===== src/sioc_defines.svh =====
// named constants for the serial i/o channel discovery controller
// assumes inclusion by the controller modules, the monitor and the bench
`ifndef SIOC_DEFINES_SVH
`define SIOC_DEFINES_SVH
// device command words
`define SIOC_CMD_STOPALL  32'h0000_0800
`define SIOC_CMD_NSTART   32'h0000_0900
`define SIOC_CMD_SSTART   32'h0000_0F00
`define SIOC_CMD_TRANSFER_CYCLE_COMMAND     32'h0000_1000
`define SIOC_CH_ONE       8'h01
// remote read opcodes placed in the status word top byte
`define SIOC_RRD_WORD     8'h45
`define SIOC_RRD_LONG     8'h46
// device register map, per channel block at base
`define SIOC_DEV_CMD      8'h00
`define SIOC_DEV_DATA     8'h01
`define SIOC_DEV_CH_BASE  8'h10
`define SIOC_IDX_CS       2'h0
`define SIOC_IDX_IF0      2'h1
`define SIOC_IDX_IF2      2'h3
// descriptor values
`define SIOC_REC_ELEM     8'hA0
`define SIOC_REC_MODE     8'hB0
`define SIOC_MAX_BITS     8'h60
`define SIOC_TYPE_MAX     8'h07
`define SIOC_TYPE_UNS     8'h02
`define SIOC_TYPE_SGN     8'h03
`define SIOC_TYPE_NVUNS   8'h04
`define SIOC_TYPE_NVSGN   8'h05
`define SIOC_DIR_IN       8'h00
`define SIOC_DIR_BI       8'h40
`define SIOC_DIR_OUT      8'h80
`define SIOC_MODE_HW      8'h00
`define SIOC_MODE_SW      8'h01
`define SIOC_REV_REMOTE   8'h1D
`define SIOC_ENTRY_STEP   16'h0002
`define SIOC_ENTRY_MAX    8'hFF
`define SIOC_WAIT_CYC     3'h4
// own register map
`define SIOC_REG_CTRL     4'h0
`define SIOC_REG_CFG      4'h1
`define SIOC_REG_STAT     4'h2
`define SIOC_REG_CS       4'h3
`define SIOC_REG_STICKY   4'h4
`define SIOC_REG_PTR      4'h5
`define SIOC_REG_DISC     4'h6
`define SIOC_REG_BITS     4'h7
`define SIOC_REG_LAST     4'h8
`endif


===== src/sioc_pkg.sv =====
// types shared by the channel discovery controller
// assumes sioc_defines.svh is on the include path
package sioc_pkg;
  typedef enum logic [2:0] {
    OP_STOP   = 3'h0,
    OP_NSTART = 3'h1,
    OP_SSTART = 3'h2,
    OP_TRANSFER_CYCLE_COMMAND   = 3'h3,
    OP_WALK   = 3'h4
  } sioc_op_t;

  typedef enum logic [3:0] {
    ST_IDLE    = 4'b0000,
    ST_CMD     = 4'b0001,
    ST_POLL_RD = 4'b0011,
    ST_POLL_EV = 4'b0010,
    ST_DATA_RD = 4'b0110,
    ST_DATA_EV = 4'b0111,
    ST_CS_RD   = 4'b0101,
    ST_CS_EV   = 4'b0100,
    ST_IF2_RD  = 4'b1100,
    ST_IF2_EV  = 4'b1101,
    ST_WALK_CS = 4'b1111,
    ST_IF0_RD  = 4'b1110,
    ST_IF0_EV  = 4'b1010,
    ST_WAIT    = 4'b1001,
    ST_DONE    = 4'b1000
  } sioc_state_t;

  typedef struct packed {
    logic       healthy;
    logic       not_up;
    logic       far_id_missing;
    logic       comm_err;
    logic       remote_fault;
    logic       remote_valid;
    logic [7:0] remote_faults;
  } sioc_link_t;

  typedef struct packed {
    logic       is_elem;
    logic       is_mode;
    logic       elem_ok;
    logic       numeric;
    logic       signed_n;
    logic       dir_in;
    logic       dir_out;
    logic       mode_sw;
    logic [7:0] size;
  } sioc_rec_t;
endpackage


===== src/sioc_cs_decode.sv =====
// decodes a channel status word into link flags
// assumes the word was read after a start or transfer cycle
`include "sioc_defines.svh"
module sioc_cs_decode import sioc_pkg::*; (
  input  wire logic [31:0] i_cs,
  input  wire logic [7:0]  i_rev,
  input  wire logic        i_transfer_cycle_command_seen,
  input  wire logic        i_nstart,
  output sioc_link_t       o_link
);
  logic rev_new;
  always_comb begin
    rev_new = (i_rev >= `SIOC_REV_REMOTE);
    o_link.healthy        = (i_cs[15:8] == 8'h00);
    o_link.not_up         = i_cs[15];
    o_link.far_id_missing = i_cs[14];
    o_link.comm_err       = i_cs[13];
    o_link.remote_fault   = i_cs[8];
    // top byte undefined on old firmware, and until a transfer cycle or normal start
    o_link.remote_valid   = rev_new && (i_transfer_cycle_command_seen || i_nstart);
    o_link.remote_faults  = o_link.remote_valid ? i_cs[31:24] : 8'h00;
  end
endmodule


===== src/sioc_host.sv =====
// host-side controller: issues channel commands, collects status, walks index table
// assumes device registers answer one cycle after a read strobe and hold until the next read
//
// Implementation choices: the placing of the registers and the plain strobed port.
`include "sioc_defines.svh"
module sioc_host import sioc_pkg::*; (
  input  wire logic        i_core_clk,
  input  wire logic        i_rst,
  input  wire logic [3:0]  i_addr,
  input  wire logic [31:0] i_wdata,
  input  wire logic        i_we,
  input  wire logic        i_re,
  output logic      [31:0] o_rdata,
  output logic             o_busy,
  input  wire logic [31:0] i_dev_rdata,
  output logic      [7:0]  o_dev_addr,
  output logic      [31:0] o_dev_wdata,
  output logic             o_dev_we,
  output logic             o_dev_re
);
  function automatic logic [7:0] dev_addr(input logic [2:0] ch, input logic [1:0] idx);
    dev_addr = `SIOC_DEV_CH_BASE | {3'h0, ch, idx};
  endfunction

  function automatic logic [31:0] cmd_word(input sioc_op_t op, input logic [2:0] ch);
    logic [31:0] mask;
    mask = {24'h00_0000, `SIOC_CH_ONE << ch};
    unique case (op)
      OP_STOP:   cmd_word = `SIOC_CMD_STOPALL;
      OP_NSTART: cmd_word = `SIOC_CMD_NSTART | mask;
      OP_SSTART: cmd_word = `SIOC_CMD_SSTART | mask;
      default:   cmd_word = `SIOC_CMD_TRANSFER_CYCLE_COMMAND | mask;
    endcase
  endfunction

  // device read data crosses in from outside: two stages before use
  logic [31:0] sync1_q;
  logic [31:0] sync2_q;
  always_ff @(posedge i_core_clk) begin
    if (i_rst) begin
      sync1_q <= 32'h0000_0000;
      sync2_q <= 32'h0000_0000;
    end else begin
      sync1_q <= i_dev_rdata;
      sync2_q <= sync1_q;
    end
  end

  sioc_state_t state_q, state_d, after_q, after_d;
  sioc_op_t    op_q, op_d;
  logic [2:0]  wait_q, wait_d, ch_q, ch_d;
  logic        sub_q, sub_d, setup_q, setup_d, started_q, started_d, nstart_q, nstart_d;
  logic        transfer_cycle_command_q, transfer_cycle_command_d, err_q, err_d, done_q, done_d, nodisc_q, nodisc_d;
  logic [31:0] rd_q, rd_d, cs_q, cs_d, last_q, last_d;
  logic [7:0]  fail_q, fail_d, sticky_q, sticky_d, rev_q, rev_d, ent_q, ent_d;
  logic [15:0] ptr_q, ptr_d, walk_q, walk_d, rec_q, rec_d, in_bits_q, in_bits_d;
  logic [15:0] out_bits_q, out_bits_d;
  logic [7:0]  n_elem_q, n_elem_d, n_mode_q, n_mode_d, n_unk_q, n_unk_d, n_bad_q, n_bad_d;
  logic [7:0]  num_q, num_d;
  logic [31:0] rdata_d, dwdata_d;
  logic [7:0]  daddr_d;
  logic        busy_d, dwe_d, dre_d;
  sioc_link_t  link;
  sioc_rec_t   rec;
  sioc_op_t    req_op;

  sioc_cs_decode u_cs (
    .i_cs        (cs_q),
    .i_rev       (rev_q),
    .i_transfer_cycle_command_seen (transfer_cycle_command_q),
    .i_nstart    (nstart_q),
    .o_link      (link)
  );

  sioc_rec_class u_rec (
    .i_long (rd_q),
    .o_rec  (rec)
  );

  always_comb begin
    state_d = state_q;   after_d = after_q;     op_d = op_q;        wait_d = wait_q;
    ch_d = ch_q;         sub_d = sub_q;         setup_d = setup_q;  started_d = started_q;
    nstart_d = nstart_q; transfer_cycle_command_d = transfer_cycle_command_q;       err_d = err_q;      done_d = done_q;
    nodisc_d = nodisc_q; rd_d = rd_q;           cs_d = cs_q;        last_d = last_q;
    fail_d = fail_q;     sticky_d = sticky_q;   rev_d = rev_q;      ent_d = ent_q;
    ptr_d = ptr_q;       walk_d = walk_q;       rec_d = rec_q;      in_bits_d = in_bits_q;
    out_bits_d = out_bits_q; n_elem_d = n_elem_q; n_mode_d = n_mode_q;
    n_unk_d = n_unk_q;   n_bad_d = n_bad_q;     num_d = num_q;
    dwe_d = 1'b0;        dre_d = 1'b0;          daddr_d = o_dev_addr;
    dwdata_d = o_dev_wdata;
    req_op = sioc_op_t'(i_wdata[2:0]);
    // software register writes; orders while busy are dropped
    if (i_we && (i_addr == `SIOC_REG_CFG)) begin
      rev_d = i_wdata[7:0];
    end
    unique case (state_q)
      ST_IDLE: begin
        if (i_we && (i_addr == `SIOC_REG_CTRL) && (i_wdata[2:0] <= OP_WALK)) begin
          op_d = req_op;
          ch_d = i_wdata[6:4];
          done_d = 1'b0;
          err_d = 1'b0;
          if (req_op == OP_WALK) begin
            if (!setup_q || !started_q) begin
              err_d = 1'b1;
              state_d = ST_DONE;
            end else if (ptr_q == 16'h0000) begin
              nodisc_d = 1'b1;
              state_d = ST_DONE;
            end else begin
              walk_d = ptr_q;
              sub_d = 1'b0;
              ent_d = 8'h00;
              n_elem_d = 8'h00;
              n_mode_d = 8'h00;
              n_unk_d = 8'h00;
              n_bad_d = 8'h00;
              num_d = 8'h00;
              in_bits_d = 16'h0000;
              out_bits_d = 16'h0000;
              state_d = ST_WALK_CS;
            end
          end else if ((req_op == OP_TRANSFER_CYCLE_COMMAND) && !started_q) begin
            // a transfer cycle is refused unless the latest start, on any channel, succeeded and no stop followed
            err_d = 1'b1;
            state_d = ST_DONE;
          end else begin
            state_d = ST_CMD;
          end
        end
      end
      ST_CMD: begin
        dwe_d = 1'b1;
        daddr_d = `SIOC_DEV_CMD;
        dwdata_d = cmd_word(op_q, ch_q);
        state_d = ST_POLL_RD;
      end
      ST_POLL_RD: begin
        dre_d = 1'b1;
        daddr_d = `SIOC_DEV_CMD;
        wait_d = `SIOC_WAIT_CYC;
        after_d = ST_POLL_EV;
        state_d = ST_WAIT;
      end
      ST_POLL_EV: begin
        // no timeout: a hung command polls until reset, since a stop is dropped while busy
        state_d = (rd_q == 32'h0000_0000) ? ST_DATA_RD : ST_POLL_RD;
      end
      ST_DATA_RD: begin
        dre_d = 1'b1;
        daddr_d = `SIOC_DEV_DATA;
        wait_d = `SIOC_WAIT_CYC;
        after_d = ST_DATA_EV;
        state_d = ST_WAIT;
      end
      ST_DATA_EV: begin
        fail_d = rd_q[7:0];
        if (op_q == OP_STOP) begin
          sticky_d = 8'h00;
          setup_d = 1'b0;
          started_d = 1'b0;
          nstart_d = 1'b0;
          transfer_cycle_command_d = 1'b0;
          nodisc_d = 1'b0;
          ptr_d = 16'h0000;
          cs_d = 32'h0000_0000;
          state_d = ST_DONE;
        end else if (op_q == OP_WALK) begin
          if (rd_q[ch_q]) begin
            err_d = 1'b1;
            state_d = ST_DONE;
          end else begin
            state_d = ST_IF0_RD;
          end
        end else begin
          if (op_q == OP_TRANSFER_CYCLE_COMMAND) begin
            transfer_cycle_command_d = !rd_q[ch_q];
          end else begin
            started_d = !rd_q[ch_q];
            setup_d = (op_q == OP_SSTART);
            nstart_d = (op_q == OP_NSTART);
          end
          err_d = rd_q[ch_q];
          state_d = ST_CS_RD;
        end
      end
      ST_CS_RD: begin
        dre_d = 1'b1;
        daddr_d = dev_addr(ch_q, `SIOC_IDX_CS);
        wait_d = `SIOC_WAIT_CYC;
        after_d = ST_CS_EV;
        state_d = ST_WAIT;
      end
      ST_CS_EV: begin
        cs_d = rd_q;
        sticky_d = sticky_q | rd_q[7:0];
        state_d = (op_q == OP_TRANSFER_CYCLE_COMMAND) ? ST_DONE : ST_IF2_RD;
      end
      ST_IF2_RD: begin
        dre_d = 1'b1;
        daddr_d = dev_addr(ch_q, `SIOC_IDX_IF2);
        wait_d = `SIOC_WAIT_CYC;
        after_d = ST_IF2_EV;
        state_d = ST_WAIT;
      end
      ST_IF2_EV: begin
        ptr_d = rd_q[15:0];
        nodisc_d = (rd_q[15:0] == 16'h0000);
        state_d = ST_DONE;
      end
      ST_WALK_CS: begin
        // status word carries the remote read only in setup mode
        dwe_d = 1'b1;
        daddr_d = dev_addr(ch_q, `SIOC_IDX_CS);
        dwdata_d = sub_q ? {`SIOC_RRD_LONG, 8'h00, rec_q}
                         : {`SIOC_RRD_WORD, 8'h00, walk_q};
        state_d = ST_CMD;
      end
      ST_IF0_RD: begin
        dre_d = 1'b1;
        daddr_d = dev_addr(ch_q, `SIOC_IDX_IF0);
        wait_d = `SIOC_WAIT_CYC;
        after_d = ST_IF0_EV;
        state_d = ST_WAIT;
      end
      ST_IF0_EV: begin
        if (!sub_q) begin
          if (rd_q[15:0] == 16'h0000) begin
            state_d = ST_DONE;
          end else if (ent_q == `SIOC_ENTRY_MAX) begin
            err_d = 1'b1;
            state_d = ST_DONE;
          end else begin
            rec_d = rd_q[15:0];
            sub_d = 1'b1;
            state_d = ST_WALK_CS;
          end
        end else begin
          last_d = rd_q;
          if (rec.is_elem) begin
            n_elem_d = n_elem_q + 8'h01;
            if (!rec.elem_ok) begin
              n_bad_d = n_bad_q + 8'h01;
            end else begin
              // running bit totals give each element's packing offset
              if (rec.dir_in) begin
                in_bits_d = in_bits_q + {8'h00, rec.size};
              end
              if (rec.dir_out) begin
                out_bits_d = out_bits_q + {8'h00, rec.size};
              end
              // scale bounds and strings stay in the remote; software fetches them
              if (rec.numeric) begin
                num_d = num_q + 8'h01;
              end
            end
          end else if (rec.is_mode) begin
            n_mode_d = n_mode_q + 8'h01;
          end else begin
            n_unk_d = n_unk_q + 8'h01;
          end
          ent_d = ent_q + 8'h01;
          walk_d = walk_q + `SIOC_ENTRY_STEP;
          sub_d = 1'b0;
          state_d = ST_WALK_CS;
        end
      end
      ST_WAIT: begin
        if (wait_q == 3'h0) begin
          rd_d = sync2_q;
          state_d = after_q;
        end else begin
          wait_d = wait_q - 3'h1;
        end
      end
      ST_DONE: begin
        done_d = 1'b1;
        state_d = ST_IDLE;
      end
      default: begin
        state_d = ST_IDLE;
      end
    endcase
    busy_d = (state_d != ST_IDLE);
    rdata_d = 32'h0000_0000;
    if (i_re) begin
      unique case (i_addr)
        `SIOC_REG_CTRL:   rdata_d = {25'h000_0000, ch_q, 1'b0, op_q};
        `SIOC_REG_CFG:    rdata_d = {24'h00_0000, rev_q};
        `SIOC_REG_STAT:   rdata_d = {fail_q, 10'h000, link.remote_valid, link.remote_fault,
                                     link.comm_err, link.far_id_missing, link.not_up,
                                     link.healthy, transfer_cycle_command_q, nstart_q, nodisc_q, setup_q,
                                     started_q, err_q, done_q, o_busy};
        `SIOC_REG_CS:     rdata_d = {link.remote_faults, cs_q[23:0]};
        `SIOC_REG_STICKY: rdata_d = {24'h00_0000, sticky_q};
        `SIOC_REG_PTR:    rdata_d = {walk_q, ptr_q};
        `SIOC_REG_DISC:   rdata_d = {n_unk_q, n_mode_q, n_elem_q, n_bad_q};
        `SIOC_REG_BITS:   rdata_d = {out_bits_q, in_bits_q};
        `SIOC_REG_LAST:   rdata_d = last_q;
        default:          rdata_d = {24'h00_0000, num_q & {8{i_addr == 4'h9}}};
      endcase
    end
  end

  always_ff @(posedge i_core_clk) begin
    if (i_rst) begin
      state_q <= ST_IDLE;   after_q <= ST_IDLE;    op_q <= OP_STOP;    wait_q <= 3'h0;
      ch_q <= 3'h0;         sub_q <= 1'b0;         setup_q <= 1'b0;    started_q <= 1'b0;
      nstart_q <= 1'b0;     transfer_cycle_command_q <= 1'b0;        err_q <= 1'b0;      done_q <= 1'b0;
      nodisc_q <= 1'b0;     rd_q <= 32'h0000_0000; cs_q <= 32'h0000_0000;
      last_q <= 32'h0000_0000; fail_q <= 8'h00;    sticky_q <= 8'h00;  rev_q <= 8'h00;
      ent_q <= 8'h00;       ptr_q <= 16'h0000;     walk_q <= 16'h0000; rec_q <= 16'h0000;
      in_bits_q <= 16'h0000; out_bits_q <= 16'h0000; n_elem_q <= 8'h00; n_mode_q <= 8'h00;
      n_unk_q <= 8'h00;     n_bad_q <= 8'h00;      num_q <= 8'h00;
      o_rdata <= 32'h0000_0000; o_busy <= 1'b0;    o_dev_addr <= 8'h00;
      o_dev_wdata <= 32'h0000_0000; o_dev_we <= 1'b0; o_dev_re <= 1'b0;
    end else begin
      state_q <= state_d;   after_q <= after_d;    op_q <= op_d;       wait_q <= wait_d;
      ch_q <= ch_d;         sub_q <= sub_d;        setup_q <= setup_d; started_q <= started_d;
      nstart_q <= nstart_d; transfer_cycle_command_q <= transfer_cycle_command_d;      err_q <= err_d;     done_q <= done_d;
      nodisc_q <= nodisc_d; rd_q <= rd_d;          cs_q <= cs_d;
      last_q <= last_d;     fail_q <= fail_d;      sticky_q <= sticky_d; rev_q <= rev_d;
      ent_q <= ent_d;       ptr_q <= ptr_d;        walk_q <= walk_d;   rec_q <= rec_d;
      in_bits_q <= in_bits_d; out_bits_q <= out_bits_d; n_elem_q <= n_elem_d;
      n_mode_q <= n_mode_d; n_unk_q <= n_unk_d;    n_bad_q <= n_bad_d; num_q <= num_d;
      o_rdata <= rdata_d;   o_busy <= busy_d;      o_dev_addr <= daddr_d;
      o_dev_wdata <= dwdata_d; o_dev_we <= dwe_d;  o_dev_re <= dre_d;
    end
  end
endmodule


===== src/sioc_rec_class.sv =====
// classifies the first four bytes of a descriptor record
// assumes bytes arrive least significant first from a long remote read
`include "sioc_defines.svh"
module sioc_rec_class import sioc_pkg::*; (
  input  wire logic [31:0] i_long,
  output sioc_rec_t        o_rec
);
  logic [7:0] kind;
  logic [7:0] dtype;
  logic [7:0] dir;
  always_comb begin
    kind  = i_long[7:0];
    dtype = i_long[23:16];
    dir   = i_long[31:24];
    o_rec.is_elem  = (kind == `SIOC_REC_ELEM);
    o_rec.is_mode  = (kind == `SIOC_REC_MODE);
    o_rec.size     = i_long[15:8];
    o_rec.dir_in   = (dir == `SIOC_DIR_IN) || (dir == `SIOC_DIR_BI);
    o_rec.dir_out  = (dir == `SIOC_DIR_OUT) || (dir == `SIOC_DIR_BI);
    // size 1..96 fits the three interface words
    o_rec.elem_ok  = (o_rec.size != 8'h00) && (o_rec.size <= `SIOC_MAX_BITS)
                     && (dtype <= `SIOC_TYPE_MAX)
                     && (o_rec.dir_in || o_rec.dir_out);
    o_rec.numeric  = (dtype >= `SIOC_TYPE_UNS) && (dtype <= `SIOC_TYPE_NVSGN);
    o_rec.signed_n = (dtype == `SIOC_TYPE_SGN) || (dtype == `SIOC_TYPE_NVSGN);
    // mode record: index in byte 1, kind in byte 2
    o_rec.mode_sw  = (dtype == `SIOC_MODE_SW);
  end
endmodule

===== config.mk =====
export PLATFORM = sky130hd
export DESIGN_NAME = sioc_host
export DESIGN_NICKNAME = d
export VERILOG_FILES = /design/src/sioc_pkg.sv /design/src/sioc_cs_decode.sv /design/src/sioc_host.sv /design/src/sioc_rec_class.sv
export VERILOG_INCLUDE_DIRS = /design/src
export SDC_FILE = /design/constraint.sdc
export NUM_CORES = 1
export LEC_CHECK = 0
export BUFFER_PORTS_ARGS = -buffer_cell sky130_fd_sc_hd__clkbuf_2
export CORE_UTILIZATION = 40
export CTS_CLUSTER_SIZE = 20
export DETAILED_ROUTE_END_ITERATION = 7
export PLACE_DENSITY = 0.53
export SYNTH_ARGS = -nofsm -noshare
export SYNTH_HDL_FRONTEND = slang
export SYNTH_SLANG_ARGS = --single-unit

===== constraint.sdc =====
create_clock -name i_core_clk -period 3.8 [get_ports i_core_clk]
set_input_delay 0.38 -clock i_core_clk [delete_from_list [all_inputs] [get_ports i_core_clk]]
set_output_delay 0.38 -clock i_core_clk [all_outputs]
set_load 0.01 [all_outputs]

==> results.yml <==
pwr:
  pwr_density_cell_mw_per_mm2: 443
  finalPower_mw: 8.85
  power.static_leakage_nw: 7.16
  ir_worst_vdd_mv: 0.301
sta:
  rsz0062_at_grt: "false"
  slew_violations: 0
  setup_viol: 0
  fin_tns_setup_ns: 0
  clock_skew_ns: 0.0265
  fmax_mhz: 327
  slew_headroom_pct: 14.8
  holdWs_ns: 0.0198
  fin_crit_sh_pct: 80.5
  finalCriticalPeriod_ns: 3.06
  hold_viol: 0
  worst_pin_slew_ns: 1.27
logic_synthesis:
  synth_cells: 2035
  ys_seq_elements: 396
  ys.flop_type: "dfxtp_1"
  synth_warnings: 0
  synth_edf_count: 0
  yosysUniqueCellTypes: 71
  postSynth.asyncResetShare_pct: 0
  syn_area_per_cell_um2: 8.48
  seq_area_frac_synth_pct: 45.9
  syn_area_mm2: 0.0173
floorplanning:
  core_mm2: 0.0422
  die_x_um: 210
  start_util_pct: 40.9
  die_height_um: 210
  io_pins: 147
  std_cell_rows: 75
  die_area_mm2: 0.0440
worst_hold_path:
  hp-class: "input pin to flop"
drt:
  drc: 0
  wl_per_cell_um: 20.6
  vias: 15500
  postRouteAntennaNets: 0
  wirelength_um: 55100
  drtIter0Drc: 1311
  viasPerCell: 5.78
  drtPass1Iterations: 6
cts:
  root_buffer: "clkbuf_16"
  cts_setup_buffers: 0
  numCtsBuffers: 45
  ctsHtreeMaxLevel: 2
  clk_pin_slew_ns: 0.06
  tritoncts: "built"
  worstSkewPairLatency_ns: 0.58
  clk_path_buf_depth: 3
  cts_sinks: 396
critical_path:
  path_class: "flop to flop"
  crit_arrival_ns: 3.48
  cp-start-kind: "flop"
  crit_required_ns: 4.22
  end_kind: "flop"
  critPathMaxFanout: 4
layout:
  fillers: 4136
  drive_above_1_share_pct: 13.3
  fin_nets: 2206
  antennaDiodeCount: 0
  area_growth_pct: 15.8
grt:
  grt_pass1_vias: 14500
  grt_pass1_wl_um: 85300
  grt_start_max_net_pins: 135
  grt_antenna_before_repair: 1
  grt_overflow: 0
  grtUsageTotal_pct: 24.9
placed_design:
  dpl.hpwl_um: 37200
  gp_congestion: 0.894
  io_buffers: 107
run_status:
  status: "finished, final reports clean"
run:
  maxCapViolations: 0
-- registers in the layout, summed over array words and instances (netlist names), 19 cells and up --
signal	count
cs_q	32
last_q	32
o_dev_wdata	19
o_rdata	32
rd_q	32
sync1_q	32
sync2_q	32
-- metrics by stage --
| stage | utilization [%] | std cells | cell area (um^2) | setup WS [ns] |
|---|---|---|---|---|
| 3_3_place_gp | 43.5 | 2587 | 18400 | 0.727 |
| 2_1_floorplan | - | 2049 | 17300 | 1.01 |
| 3_5_place_dp | 43.5 | 2587 | 18400 | 0.677 |
| 5_1_grt | 47.3 | 2677 | 20000 | 0.506 |
| 6_report | 47.3 | 2677 | 20000 | 0.740 |
| 4_1_cts | 47.3 | 2677 | 20000 | 0.745 |
-- path summary, 6_finish.rpt --
path                                 startpoint  depth (start not counted)     endpoint  slack, ns
worst max-delay path                   rd_q[24]                          6       o_busy       0.74
worst max register to register         rd_q[24]                          6       o_busy       0.74
worst min-delay path            i_dev_rdata[18]                          2  sync1_q[18]       0.02
worst min register to register      sync2_q[25]                          2     rd_q[25]       0.43
-- layout by cell type (no fill, tap or decap), drive strengths merged, types with 16 or more instances in the layout --
cell type / Yosys / final
clkbuf: 140 / 166
xnor2: 21 / 21
nand2: 277 / 277
nor2: 207 / 207
a211oi: 17 / 17
a31oi: 42 / 42
inv: 23 / 24
or4: 16 / 16
a22oi: 104 / 104
mux2i: 52 / 52
a222oi: 17 / 17
buf: 28 / 61
or2: 17 / 17
nand2b: 16 / 16
a21oi: 176 / 176
a21o: 16 / 16
nor2b: 72 / 72
nor4: 21 / 21
dfxtp: 396 / 396
ha: 25 / 25
nand3: 39 / 39
o21ai: 63 / 63
nor3: 38 / 38
-- what timing repair did --
| item | CTS | global route |
|---|---|---|
| setup endpoints to repair | 0 | 0 |
| hold buffers | 12 | 0 |
| gates resized for setup | 0 | 0 |
| endpoints found under the hold margin | 12 | 0 |
-- kinds of logic (layout without fill, tap and decap cells) --
family	count (synthesis)	in the layout	share of synthesized area, %
AOI/OAI and AO/OA	557	557	21.3
xor gates and xnor gates	36	36	1.83
adders and majority gates	27	27	2.04
buffers and inverters	191	280	4.52
DFF	396	396	45.9
muxes	58	58	3.54
other	1	15	0.0217
and+or+nand+nor	769	769	20.8
-- critical path, stage by stage, from the launching register on --
cell	delay [ns]
dfxtp_1	0.34
or4_4	0.57
or4_1	0.55
nor4_1	0.63
nand2b_1	0.19
a41oi_1	0.12
or4_1	0.53
-- cells in the mapped netlist (15+ instances only) --
| cell | number | share of area (%) |
|---|---|---|
| nand2_1 | 277 | 6.0 |
| xnor2_1 | 21 | 1.1 |
| o211ai_1 | 15 | 0.65 |
| a21oi_1 | 176 | 5.1 |
| buf_4 | 16 | 0.70 |
| dfxtp_1 | 396 | 46 |
| a21o_1 | 16 | 0.70 |
| nor2_1 | 207 | 4.5 |
| a222oi_1 | 17 | 0.99 |
| or2_2 | 17 | 0.62 |
| a22oi_1 | 104 | 4.5 |
| nor2b_1 | 72 | 2.6 |
| or4_1 | 15 | 0.65 |
| xor2_1 | 15 | 0.76 |
| nor3_1 | 37 | 1.1 |
| nor4_1 | 21 | 0.76 |
| o21ai_0 | 63 | 1.8 |
| nand3_1 | 39 | 1.1 |
| ha_1 | 25 | 1.8 |
| a31oi_1 | 42 | 1.5 |
| nand2b_1 | 16 | 0.58 |
| mux2i_1 | 52 | 3.0 |
| clkbuf_1 | 140 | 3.0 |
| inv_1 | 23 | 0.50 |
| a211oi_1 | 17 | 0.74 |
-- routing by layer --
| layer | GRT usage (%) | vias to the layer above | wire length, um |
|---|---|---|---|
| li1 | - | 7422 | - |
| met2 | 40.7 | 486 | 25700 |
| met4 | 7.68 | 0 | 1280 |
| met1 | 33.9 | 7497 | 24900 |
| met3 | 3.59 | 74 | 3240 |
| met5 | 0 | - | 0 |
-- report_power, final --
group | total, mW | leakage, nW | internal, mW | switching (mW)
combinational | 0.262 | 3.21 | 0.0857 | 0.177
clock | 4.39 | 0.747 | 2.62 | 1.76
sequential | 4.20 | 3.20 | 4.19 | 0.0136
-- cell type report --
| class | instances | area (um^2) | area share, % |
|---|---|---|---|
| tap | 539 | 674 | 3.37 |
| inverter | 23 | 86.3 | 0.432 |
| sequential | 396 | 7930 | 39.7 |
| clock inverter | 18 | 185 | 0.926 |
| clock buffer | 60 | 1310 | 6.57 |
| timing repair buffer | 179 | 1140 | 5.71 |
| multi-input combinational | 1462 | 8660 | 43.3 |
(Power assumes the default switching activity.)
